[src/sst_params.svh]
// offsets, field positions, reset values and timing counts of the serial transmitter
`ifndef SST_PARAMS_SVH
`define SST_PARAMS_SVH

`define SST_OFF_CTRL 8'h00
`define SST_OFF_TXBUF 8'h04
`define SST_OFF_STATUS 8'h08
`define SST_OFF_IRQ_STAT 8'h0c
`define SST_OFF_IRQ_CLR 8'h10
`define SST_OFF_IRQ_EN 8'h14

`define SST_CTRL_MODE_LSB 0
`define SST_CTRL_CLKSEL_BIT 2
`define SST_CTRL_DIR_BIT 3
`define SST_CTRL_START_BIT 7

`define SST_ST_TXEMPTY_BIT 0
`define SST_ST_ACTIVE_BIT 1
`define SST_ST_SHIFT_BIT 2

`define SST_IRQ_DONE_BIT 0

`define SST_MODE_TX 2'h0
`define SST_CTRL_RESET 8'h00
`define SST_TXBUF_RESET 8'h00
`define SST_BITS_PER_BYTE 4'h8

`define SST_CLK_PERIOD_NS 8
`define SST_SCK_HALF_NS 64
`define SST_SCK_HALF_CYC (((`SST_SCK_HALF_NS) + (`SST_CLK_PERIOD_NS) - 1) / (`SST_CLK_PERIOD_NS))

`define SST_RESP_OKAY 2'h0
`define SST_RESP_SLVERR 2'h2

`endif

[src/sst_pkg.sv]
// types shared by the serial transmitter
`default_nettype none
package sst_pkg;
	typedef struct packed {
		logic start;
		logic [2:0] unused;
		logic dir_lsb;
		logic clk_ext;
		logic [1:0] mode;
	} sst_ctrl_t;

	typedef struct packed {
		logic shift_active;
		logic transfer_active;
		logic tx_empty;
	} sst_status_t;

	typedef enum logic [1:0] {
		SST_IDLE = 2'b00,
		SST_SHIFT = 2'b01,
		SST_LAST = 2'b11
	} sst_state_t;
endpackage
`default_nettype wire

[src/sst_top.sv]
// synchronous serial transmitter with axi4-lite register slave
//
// Added by the designer: register access over AXI4-Lite and the register offsets.
`timescale 1ns/1ns
`default_nettype none
`include "sst_params.svh"

// Function
// - mode code 00 selects transmit operation
// - clock select bit picks internal or external
// - buffer write clears buffer empty flag
// - transfer flag set on serial falling edge
// - bits shift out on falling edges, ordered
// - shift flag high first fall to eighth rise
// - empty set on rise, interrupt next fall
// - internal clock waits for buffered byte
// - internal load within one period, clock out
// - external load on first incoming fall
// - direction 0 msb first, 1 lsb first
module sst_top
	import sst_pkg::*;
(
	input wire logic aclk,
	input wire logic aresetn,
	input wire logic [7:0] s_axi_awaddr,
	input wire logic s_axi_awvalid,
	output logic s_axi_awready,
	input wire logic [31:0] s_axi_wdata,
	input wire logic [3:0] s_axi_wstrb,
	input wire logic s_axi_wvalid,
	output logic s_axi_wready,
	output logic [1:0] s_axi_bresp,
	output logic s_axi_bvalid,
	input wire logic s_axi_bready,
	input wire logic [7:0] s_axi_araddr,
	input wire logic s_axi_arvalid,
	output logic s_axi_arready,
	output logic [31:0] s_axi_rdata,
	output logic [1:0] s_axi_rresp,
	output logic s_axi_rvalid,
	input wire logic s_axi_rready,
	input wire logic sck_in,
	output logic sck_out,
	output logic sck_oe,
	output logic so_out,
	output logic irq
);
	localparam logic [7:0] SCK_HALF = 8'(`SST_SCK_HALF_CYC);

	sst_ctrl_t ctrl_r;
	sst_status_t stat_r;
	sst_state_t state_r;
	logic [7:0] txbuf_r, shreg_r, div_r, awaddr_q_r;
	logic [31:0] wdata_q_r;
	logic [3:0] cnt_r, wstrb_q_r;
	logic [0:0] irq_stat_r, irq_en_r;
	logic buf_full_r, pend_empty_r, pend_irq_r, running_r, sck_gen_r;
	logic sck_s1_r, sck_s2_r, sck_s3_r, aw_hold_r, w_hold_r;
	logic go, fall_ev, rise_ev, wr_do, wr_lane0, wr_txbuf, wr_clr, load_ev, done_set, rd_ok;
	logic [7:0] first_bits, rd_data;

	assign go = ctrl_r.start && (ctrl_r.mode == `SST_MODE_TX);

	// serial clock edges from the generator or the synchronised pin
	always_comb begin
		if (ctrl_r.clk_ext) begin
			fall_ev = sck_s3_r && !sck_s2_r;
			rise_ev = !sck_s3_r && sck_s2_r;
		end else begin
			fall_ev = running_r && (div_r == SCK_HALF - 8'h01) && sck_gen_r;
			rise_ev = running_r && (div_r == SCK_HALF - 8'h01) && !sck_gen_r;
		end
	end

	// byte moves into the shifter at a falling edge between bytes
	assign load_ev = go && fall_ev && (state_r != SST_SHIFT) && buf_full_r;
	assign first_bits = ctrl_r.dir_lsb ? txbuf_r : {txbuf_r[0], txbuf_r[1], txbuf_r[2], txbuf_r[3],
		txbuf_r[4], txbuf_r[5], txbuf_r[6], txbuf_r[7]};

	// external pin synchroniser plus edge history
	always_ff @(posedge aclk) begin
		if (!aresetn) begin
			sck_s1_r <= 1'b1;
			sck_s2_r <= 1'b1;
			sck_s3_r <= 1'b1;
		end else begin
			sck_s1_r <= sck_in;
			sck_s2_r <= sck_s1_r;
			sck_s3_r <= sck_s2_r;
		end
	end

	// internal clock generator; idles high
	always_ff @(posedge aclk) begin
		if (!aresetn) begin
			running_r <= 1'b0;
			div_r <= 8'h00;
			sck_gen_r <= 1'b1;
		end else if (!go || ctrl_r.clk_ext) begin
			running_r <= 1'b0;
			div_r <= 8'h00;
			sck_gen_r <= 1'b1;
		end else if (!running_r) begin
			div_r <= 8'h00;
			sck_gen_r <= 1'b1;
			if (buf_full_r) begin
				running_r <= 1'b1;
			end
		end else begin
			if (div_r == SCK_HALF - 8'h01) begin
				div_r <= 8'h00;
				sck_gen_r <= !sck_gen_r;
				if (rise_ev && state_r == SST_LAST && !buf_full_r) begin
					running_r <= 1'b0;
				end
			end else begin
				div_r <= div_r + 8'h01;
			end
		end
	end

	// clock pin drive
	always_ff @(posedge aclk) begin
		if (!aresetn) begin
			sck_out <= 1'b1;
			sck_oe <= 1'b0;
		end else begin
			sck_out <= sck_gen_r;
			sck_oe <= (ctrl_r.mode == `SST_MODE_TX) && !ctrl_r.clk_ext;
		end
	end

	// shift engine
	always_ff @(posedge aclk) begin
		if (!aresetn) begin
			state_r <= SST_IDLE;
			shreg_r <= 8'h00;
			cnt_r <= 4'h0;
			so_out <= 1'b1;
		end else if (!go) begin
			state_r <= SST_IDLE;
			cnt_r <= 4'h0;
		end else if (load_ev) begin
			shreg_r <= {1'b0, first_bits[7:1]};
			so_out <= first_bits[0];
			cnt_r <= 4'h1;
			state_r <= SST_SHIFT;
		end else if (fall_ev && state_r == SST_SHIFT) begin
			so_out <= shreg_r[0];
			shreg_r <= {1'b0, shreg_r[7:1]};
			cnt_r <= cnt_r + 4'h1;
			if (cnt_r == `SST_BITS_PER_BYTE - 4'h1) begin
				state_r <= SST_LAST;
			end
		end else if (rise_ev && state_r == SST_LAST) begin
			state_r <= SST_IDLE;
			cnt_r <= 4'h0;
		end
	end

	// status flags
	always_ff @(posedge aclk) begin
		if (!aresetn) begin
			stat_r.tx_empty <= 1'b1;
			stat_r.transfer_active <= 1'b0;
			stat_r.shift_active <= 1'b0;
			pend_empty_r <= 1'b0;
			pend_irq_r <= 1'b0;
		end else begin
			if (wr_txbuf) begin
				stat_r.tx_empty <= 1'b0;
			end else if (rise_ev && pend_empty_r) begin
				stat_r.tx_empty <= !buf_full_r;
			end
			if (load_ev) begin
				pend_empty_r <= 1'b1;
			end else if (rise_ev) begin
				pend_empty_r <= 1'b0;
			end
			if (rise_ev && pend_empty_r) begin
				pend_irq_r <= 1'b1;
			end else if (fall_ev || !go) begin
				pend_irq_r <= 1'b0;
			end
			if (load_ev) begin
				stat_r.transfer_active <= 1'b1;
				stat_r.shift_active <= 1'b1;
			end else if (!go) begin
				stat_r.transfer_active <= 1'b0;
				stat_r.shift_active <= 1'b0;
			end else if (rise_ev && state_r == SST_LAST) begin
				stat_r.shift_active <= 1'b0;
				if (!buf_full_r) begin
					stat_r.transfer_active <= 1'b0;
				end
			end
		end
	end
	assign done_set = fall_ev && pend_irq_r && go;
	// transmit buffer
	always_ff @(posedge aclk) begin
		if (!aresetn) begin
			txbuf_r <= `SST_TXBUF_RESET;
			buf_full_r <= 1'b0;
		end else if (wr_txbuf) begin
			txbuf_r <= wdata_q_r[7:0];
			buf_full_r <= 1'b1;
		end else if (load_ev) begin
			buf_full_r <= 1'b0;
		end
	end

	// write channel capture
	assign wr_do = aw_hold_r && w_hold_r && !s_axi_bvalid;
	assign wr_lane0 = wr_do && wstrb_q_r[0];
	assign wr_txbuf = wr_lane0 && (awaddr_q_r == `SST_OFF_TXBUF);
	assign wr_clr = wr_lane0 && (awaddr_q_r == `SST_OFF_IRQ_CLR);

	always_ff @(posedge aclk) begin
		if (!aresetn) begin
			aw_hold_r <= 1'b0;
			w_hold_r <= 1'b0;
			awaddr_q_r <= 8'h00;
			wdata_q_r <= 32'h00000000;
			wstrb_q_r <= 4'h0;
			s_axi_awready <= 1'b0;
			s_axi_wready <= 1'b0;
			s_axi_bvalid <= 1'b0;
			s_axi_bresp <= `SST_RESP_OKAY;
		end else begin
			s_axi_awready <= !aw_hold_r && !(s_axi_awvalid && s_axi_awready) && !s_axi_bvalid;
			s_axi_wready <= !w_hold_r && !(s_axi_wvalid && s_axi_wready) && !s_axi_bvalid;
			if (s_axi_awvalid && s_axi_awready) begin
				aw_hold_r <= 1'b1;
				awaddr_q_r <= {s_axi_awaddr[7:2], 2'b00};
			end
			if (s_axi_wvalid && s_axi_wready) begin
				w_hold_r <= 1'b1;
				wdata_q_r <= s_axi_wdata;
				wstrb_q_r <= s_axi_wstrb;
			end
			if (wr_do) begin
				aw_hold_r <= 1'b0;
				w_hold_r <= 1'b0;
				s_axi_awready <= 1'b0;
				s_axi_wready <= 1'b0;
				s_axi_bvalid <= 1'b1;
				case (awaddr_q_r)
					`SST_OFF_CTRL, `SST_OFF_TXBUF, `SST_OFF_IRQ_CLR, `SST_OFF_IRQ_EN: begin
						s_axi_bresp <= `SST_RESP_OKAY;
					end
					default: begin
						s_axi_bresp <= `SST_RESP_SLVERR;
					end
				endcase
			end else if (s_axi_bvalid && s_axi_bready) begin
				s_axi_bvalid <= 1'b0;
			end
		end
	end

	// control and interrupt enable registers
	always_ff @(posedge aclk) begin
		if (!aresetn) begin
			ctrl_r <= `SST_CTRL_RESET;
			irq_en_r <= 1'b0;
		end else if (wr_lane0) begin
			if (awaddr_q_r == `SST_OFF_CTRL) begin
				ctrl_r.mode <= wdata_q_r[`SST_CTRL_MODE_LSB +: 2];
				ctrl_r.clk_ext <= wdata_q_r[`SST_CTRL_CLKSEL_BIT];
				ctrl_r.dir_lsb <= wdata_q_r[`SST_CTRL_DIR_BIT];
				ctrl_r.unused <= 3'h0;
				ctrl_r.start <= wdata_q_r[`SST_CTRL_START_BIT];
			end
			if (awaddr_q_r == `SST_OFF_IRQ_EN) begin
				irq_en_r <= wdata_q_r[`SST_IRQ_DONE_BIT];
			end
		end
	end

	// sticky interrupt status; a set beats a clear in the same cycle
	always_ff @(posedge aclk) begin
		if (!aresetn) begin
			irq_stat_r <= 1'b0;
			irq <= 1'b0;
		end else begin
			if (done_set) begin
				irq_stat_r <= 1'b1;
			end else if (wr_clr && wdata_q_r[`SST_IRQ_DONE_BIT]) begin
				irq_stat_r <= 1'b0;
			end
			irq <= |(irq_stat_r & irq_en_r);
		end
	end

	// read decode
	always_comb begin
		rd_data = 8'h00;
		rd_ok = 1'b1;
		case ({s_axi_araddr[7:2], 2'b00})
			`SST_OFF_CTRL: begin
				rd_data = {ctrl_r.start, 3'h0, ctrl_r.dir_lsb, ctrl_r.clk_ext, ctrl_r.mode};
			end
			`SST_OFF_STATUS: begin
				rd_data = {5'h00, stat_r.shift_active, stat_r.transfer_active, stat_r.tx_empty};
			end
			`SST_OFF_IRQ_STAT: begin
				rd_data = {7'h00, irq_stat_r};
			end
			`SST_OFF_IRQ_EN: begin
				rd_data = {7'h00, irq_en_r};
			end
			`SST_OFF_TXBUF, `SST_OFF_IRQ_CLR: begin
				rd_data = 8'h00;
			end
			default: begin
				rd_ok = 1'b0;
			end
		endcase
	end
	always_ff @(posedge aclk) begin
		if (!aresetn) begin
			s_axi_arready <= 1'b0;
			s_axi_rvalid <= 1'b0;
			s_axi_rdata <= 32'h00000000;
			s_axi_rresp <= `SST_RESP_OKAY;
		end else if (s_axi_arvalid && s_axi_arready) begin
			s_axi_arready <= 1'b0;
			s_axi_rvalid <= 1'b1;
			s_axi_rdata <= {24'h000000, rd_data};
			s_axi_rresp <= rd_ok ? `SST_RESP_OKAY : `SST_RESP_SLVERR;
		end else if (s_axi_rvalid && s_axi_rready) begin
			s_axi_rvalid <= 1'b0;
			s_axi_arready <= 1'b1;
		end else if (!s_axi_rvalid) begin
			s_axi_arready <= 1'b1;
		end
	end
endmodule
`default_nettype wire

[config.mk]
export PLATFORM = sky130hd
export DESIGN_NAME = sst_top
export DESIGN_NICKNAME = d
export VERILOG_FILES = /design/src/sst_pkg.sv /design/src/sst_top.sv
export VERILOG_INCLUDE_DIRS = /design/src
export SDC_FILE = /design/constraint.sdc
export NUM_CORES = 1
export LEC_CHECK = 0
export ABC_AREA = 1
export BUFFER_PORTS_ARGS = -buffer_cell sky130_fd_sc_hd__buf_2
export CORE_MARGIN = 2
export CORE_UTILIZATION = 40
export CTS_CLUSTER_SIZE = 10
export DETAILED_ROUTE_END_ITERATION = 16
export PLACE_DENSITY = 0.67
export SYNTH_ARGS = -nofsm -noshare
export SYNTH_HDL_FRONTEND = slang
export SYNTH_SLANG_ARGS = --single-unit
[constraint.sdc]
create_clock -name aclk -period 1.7 [get_ports aclk]
set_clock_uncertainty 0.15 [all_clocks]
set_input_delay 0.255 -clock aclk [delete_from_list [all_inputs] [get_ports aclk]]
set_output_delay 0.255 -clock aclk [all_outputs]
set_load 0.01 [all_outputs]
======== Word level (Yosys, flattened, before mapping) ========
Cells that the tools add are included.
storage, ports and cells
  bits in registers ....................... 86
  logic and storage cells ................. 179
cells by class
  add/subtract/negate cells ............... 2
  equality and inequality tests ........... 18
  muxes and demuxes ....................... 42
  bitwise operators ....................... 4
  reduce and logical (&&, ||, !) cells .... 72
operators with widths
  kind                 number
  $pmux 8 s4           1
  $logic_and 1x1->1    31
  $mux 1               28
  $eq 6x3->1 const B   4
  $mux 8               3
  $reduce_bool 2->1    9
  $mux 2               8
  $reduce_and 2->1     7
  $eq 6x1->1 const B   2
  $eq 6x2->1 const B   2
  $logic_not 1->1      11
  $add 8x1->8 const B  1
  $eq 8x3->1 const B   1
  $logic_not 8->1      1
  $mux 4               2
  $reduce_or 4->1      2
  $logic_not 6->1      1
  $ne 2x1->1 const B   3
  $ne 3x2->1 const B   2
  $reduce_or 2->1      3
  $reduce_or 3->1      2
  $reduce_or 6->1      1
  $add 4x1->4 const B  1
  $eq 4x3->1 const B   1
  8 further kinds      11

======== Logic depth before layout (Yosys ltp) ========
  depth in word-level cells ............... 9
  gate-level depth with buffers ........... 12

======== Least setup slack after synthesis ========
Ideal clock, no wire load.
  path type ............................... register to register
  start ................................... register div_r[0]
  end ..................................... register shreg_r[3]
  setup time .............................. 109 ps
  arrival time ............................ 1,431 ps
  required time ........................... 1,441 ps
  slack ................................... 10 ps
  stages on the path, launching flop included .. 12
  path through ............................ dfxtp_1 ha_1 nand3_2 nor2_4 nand2_2 nand2_4 nand4_4 buf_6 nand2_1 nand3_1 nand2_1 inv_1
between the ends
  cells in the longest elaborated chain, start to end .. 9
  elaborated cells on any way between the ends .. 11
  classes of those cells .................. eq/ne (1); mux (2); reduce/logical (8)
RTL lines
  what                                line            text
  start: declaration                  sst_top.sv:53   logic [7:0] txbuf_r, shreg_r, div_r, awaddr_q_r;
  start signal: assignment            sst_top.sv:117  div_r <= div_r + 8'h01;
  $eq 8x3->1 (*)                      sst_top.sv:70   fall_ev = running_r && (div_r == SCK_HALF - 8'h01) && sck_gen_r;
  $logic_and 1x1->1 (*) (2 in a row)  sst_top.sv:70
  $mux 1 (*)                          sst_top.sv:66   if (ctrl_r.clk_ext) begin
  $logic_and 1x1->1 (3 in a row)      sst_top.sv:76   assign load_ev = go && fall_ev && (state_r != SST_SHIFT) && buf_full_r;
  $reduce_bool 2->1 (no source line)  -
  $reduce_and 2->1 (no source line)   -
  end signal: assignment              sst_top.sv:144  shreg_r <= {1'b0, first_bits[7:1]};
  end signal: assignment              sst_top.sv:150  shreg_r <= {1'b0, shreg_r[7:1]};
  end: declaration                    sst_top.sv:53
Mark *: on every way between the ends. The rest lies on a longest branch, timed or not.
A chain may end at the register's enable or synchronous reset.

======== Worst setup path in the final report ========
  start ................................... register div_r[1]
  end ..................................... register shreg_r[0]
Same word-level chain as after synthesis.

==> flow_summary.ini <==
[outcome]
outcome = finished, violations left
violations = setup timing

[grt]
antenna_found_initial = 0
grtUsageTotal = 0.1586
grt_first_pass_wirelength_um = 12760
grt_max_degree = 34
grt_overflow = 0
grt_pass1_vias = 2951

[clocking]
clock_path_buffers = 2
insertion_delay_ns = 0.36
numCtsBuffers = 9
clkTransAtPathRegs_ns = 0.08
cts_tree = done
cts-root-buf = clkbuf_8
cts_htree_levels = 3
cts.sink_count = 80

[timing]
hold_viol_final = 0
fin_crit_sh = 1.013
setup_viol = 2
fin_crit_ns = 1.722
rsz0062_at_grt = true
hold_ws_ns = 0.01261
slew_viol_final = 0
tns_ns = -0.02619
fmax_ghz = 0.5806
fin_ws_ns = -0.02237

[die]
die_h_um = 99.44
core_area_sq_mm = 0.008763
die_w_um = 99.44
initial_utilization = 0.4158
num_rows = 34
die_area_sq_mm = 0.009888
io_pins = 105

[min_path]
worstHoldEndpoint = wstrb_q_r[0]$_SDFFE_PN0P_
hold_path.class = primary input to register
min_path_cells = 3
min_from = s_axi_wstrb[0]

[synthesis]
postSynthCellCount = 488
ys_async_sr_fraction = 0
synth_seq_area_share = 0.4396
ys_types = 43
synth_area_sq_mm = 0.003643
ys_warn_count = 0
synth_flop_cell = dfxtp_1
syn_avg_cell_area_sq_um = 7.466
synth_edf_count = 0
ys_ff_latch = 80

[cells_and_area]
nFillCells = 848
nNetsFinal = 644
drive_gt1_frac = 0.2641
post-route-util = 0.5258
antennaDiodeCount = 0
final_cell_mix = nand2_1, dfxtp_1, inv_1
final_common_cell = nand2_1
area_growth_pct = 26.48

[power]
vdd_drop_max_mv = 0.7506
total_leakage_power_nw = 1.961
p_per_area_mw_per_mm2 = 803.7
finalPower_mw = 3.703

[setup_path]
reg2regPathDepth = 11
r2r_start = div_r[1]$_SDFF_PP0_
regToRegSetupSlack_ns = -0.02
r2r_end = shreg_r[0]$_SDFFE_PN0P_
crit_type = register to register
cp-end-kind = register
timing.critical_path.from_type = register
arrival_ns = 1.82
crit_required_ns = 1.80
cp_max_fo = 7

[route]
wl_per_cell_um = 11.33
wl_um = 7872
drc = 0
drtAntennaViolNets = 0
vias = 3253
dr.pass1.iters = 4
routed_via_density = 4.681
drt_iter0_markers = 111

[place]
place_ws_ns = -0.1500
gp_congestion = 0.7738
hpwl_um = 5443
io_buffers = 44

[job]
cap_violations = 0
-- how the worst max path moves through the flow --
| stage | startpoint | to |
|---|---|---|
| final | div_r[1]$_SDFF_PP0_ | shreg_r[0]$_SDFFE_PN0P_ |
| after global routing | div_r[1]$_SDFF_PP0_ | shreg_r[5]$_SDFFE_PN0P_ |
| after CTS | div_r[1]$_SDFF_PP0_ | so_out$_SDFFE_PN1P_ |
| after detailed placement | div_r[0]$_SDFF_PP0_ | shreg_r[4]$_SDFFE_PN0P_ |
| after global placement | div_r[0]$_SDFF_PP0_ | shreg_r[0]$_SDFFE_PN0P_ |
| after floorplan | div_r[0]$_SDFF_PP0_ | shreg_r[3]$_SDFFE_PN0P_ |
-- logic make-up (layout without fill, tap and decap cells) --
family                   Yosys count  in the layout  share of synthesized area
AO/OA/AOI/OAI                    100            100                     0.1563
XOR/XNOR                           2              2                   0.004809
adder cells (fa/ha/maj)            2              2                   0.006867
buffers and inverters            110            180                     0.1459
flip-flops                        80             80                     0.4396
multiplexers                       1              1                   0.002747
other                              1             29                   0.001029
AND/OR/NAND/NOR                  192            193                     0.2428
-- critical path, cell delays in order, from the launching register on --
cell and delay, ns:
dfxtp_2 0.37, ha_4 0.16, nand3_4 0.06, nor2_4 0.11, nand2_2 0.07, nand2_4 0.12
buf_4 0.14, nand4_4 0.15, nand2_1 0.11, nand3_1 0.08, nand2_1 0.06, inv_1 0.03
-- layout make-up --
cell class	instances	area [sq um]	area share
clock inverters	5	62.56	0.01358
inverters	71	274.0	0.05946
clock buffers	11	151.4	0.03285
repair buffers	93	633.1	0.1374
flip-flops and latches	80	1607	0.3486
well taps	108	135.1	0.02932
multi-input cells	327	1745	0.3788
-- sequential cells by signal, indices dropped and copies added (netlist names), 2 cells and up --
name / cells
awaddr_q_r: 6
cnt_r: 4
stat_r: 3
wdata_q_r: 8
ctrl_r: 5
shreg_r: 7
div_r: 8
s_axi_rdata: 5
state_r: 2
txbuf_r: 8
-- cell usage after synthesis, drive strengths merged (2+ instances only) --
master	instances	area, sq um
buf	31	232.7
dfxtp	80	1602
o21ai	42	210.2
nand2	88	350.3
nor4	3	18.77
ha	2	25.02
a211oi	5	37.54
nor3	9	72.57
inv	71	269.0
or2	3	18.77
nor2	57	231.5
o22ai	3	18.77
nand4	6	52.55
nor3b	2	15.01
a21oi	42	221.5
clkbuf	8	30.03
nand3	24	125.1
-- metrics by stage --
step / area (sq um) / std cells
floorplan: 3749 / 516
global placement: 4051 / 657
detailed placement: 4051 / 657
CTS: 4392 / 683
global route: 4608 / 695
finish: 4608 / 695
-- report_power, final --
| group | leakage (nW) | switching [mW] | total [mW] | internal, mW |
|---|---|---|---|---|
| Sequential | 0.651 | 0.0297 | 1.95 | 1.92 |
| Clock | 0.102 | 0.709 | 1.48 | 0.766 |
| Combinational | 1.21 | 0.173 | 0.278 | 0.105 |
-- metal layers --
| metal | global-route usage | up-vias | wire [um] |
|---|---|---|---|
| li1 | - | 1712 | - |
| met1 | 0.1886 | 1455 | 3525 |
| met2 | 0.2781 | 76 | 3909 |
| met3 | 0.04849 | 10 | 327 |
| met4 | 0.04215 | 0 | 110 |
| met5 | 0 | - | 0 |
-- what timing repair did --
| action | in CTS | in global routing |
|---|---|---|
| pin swaps | 7 | 13 |
| setup buffers | 2 | 12 |
| cloned | 1 | 0 |
| endpoints found under the setup margin | 17 | 29 |
| resized for setup | 8 | 39 |
| hold buffers | 7 | 0 |
| hold endpoints to repair | 7 | 0 |
Note: power is estimated with default switching activity, not from simulation.
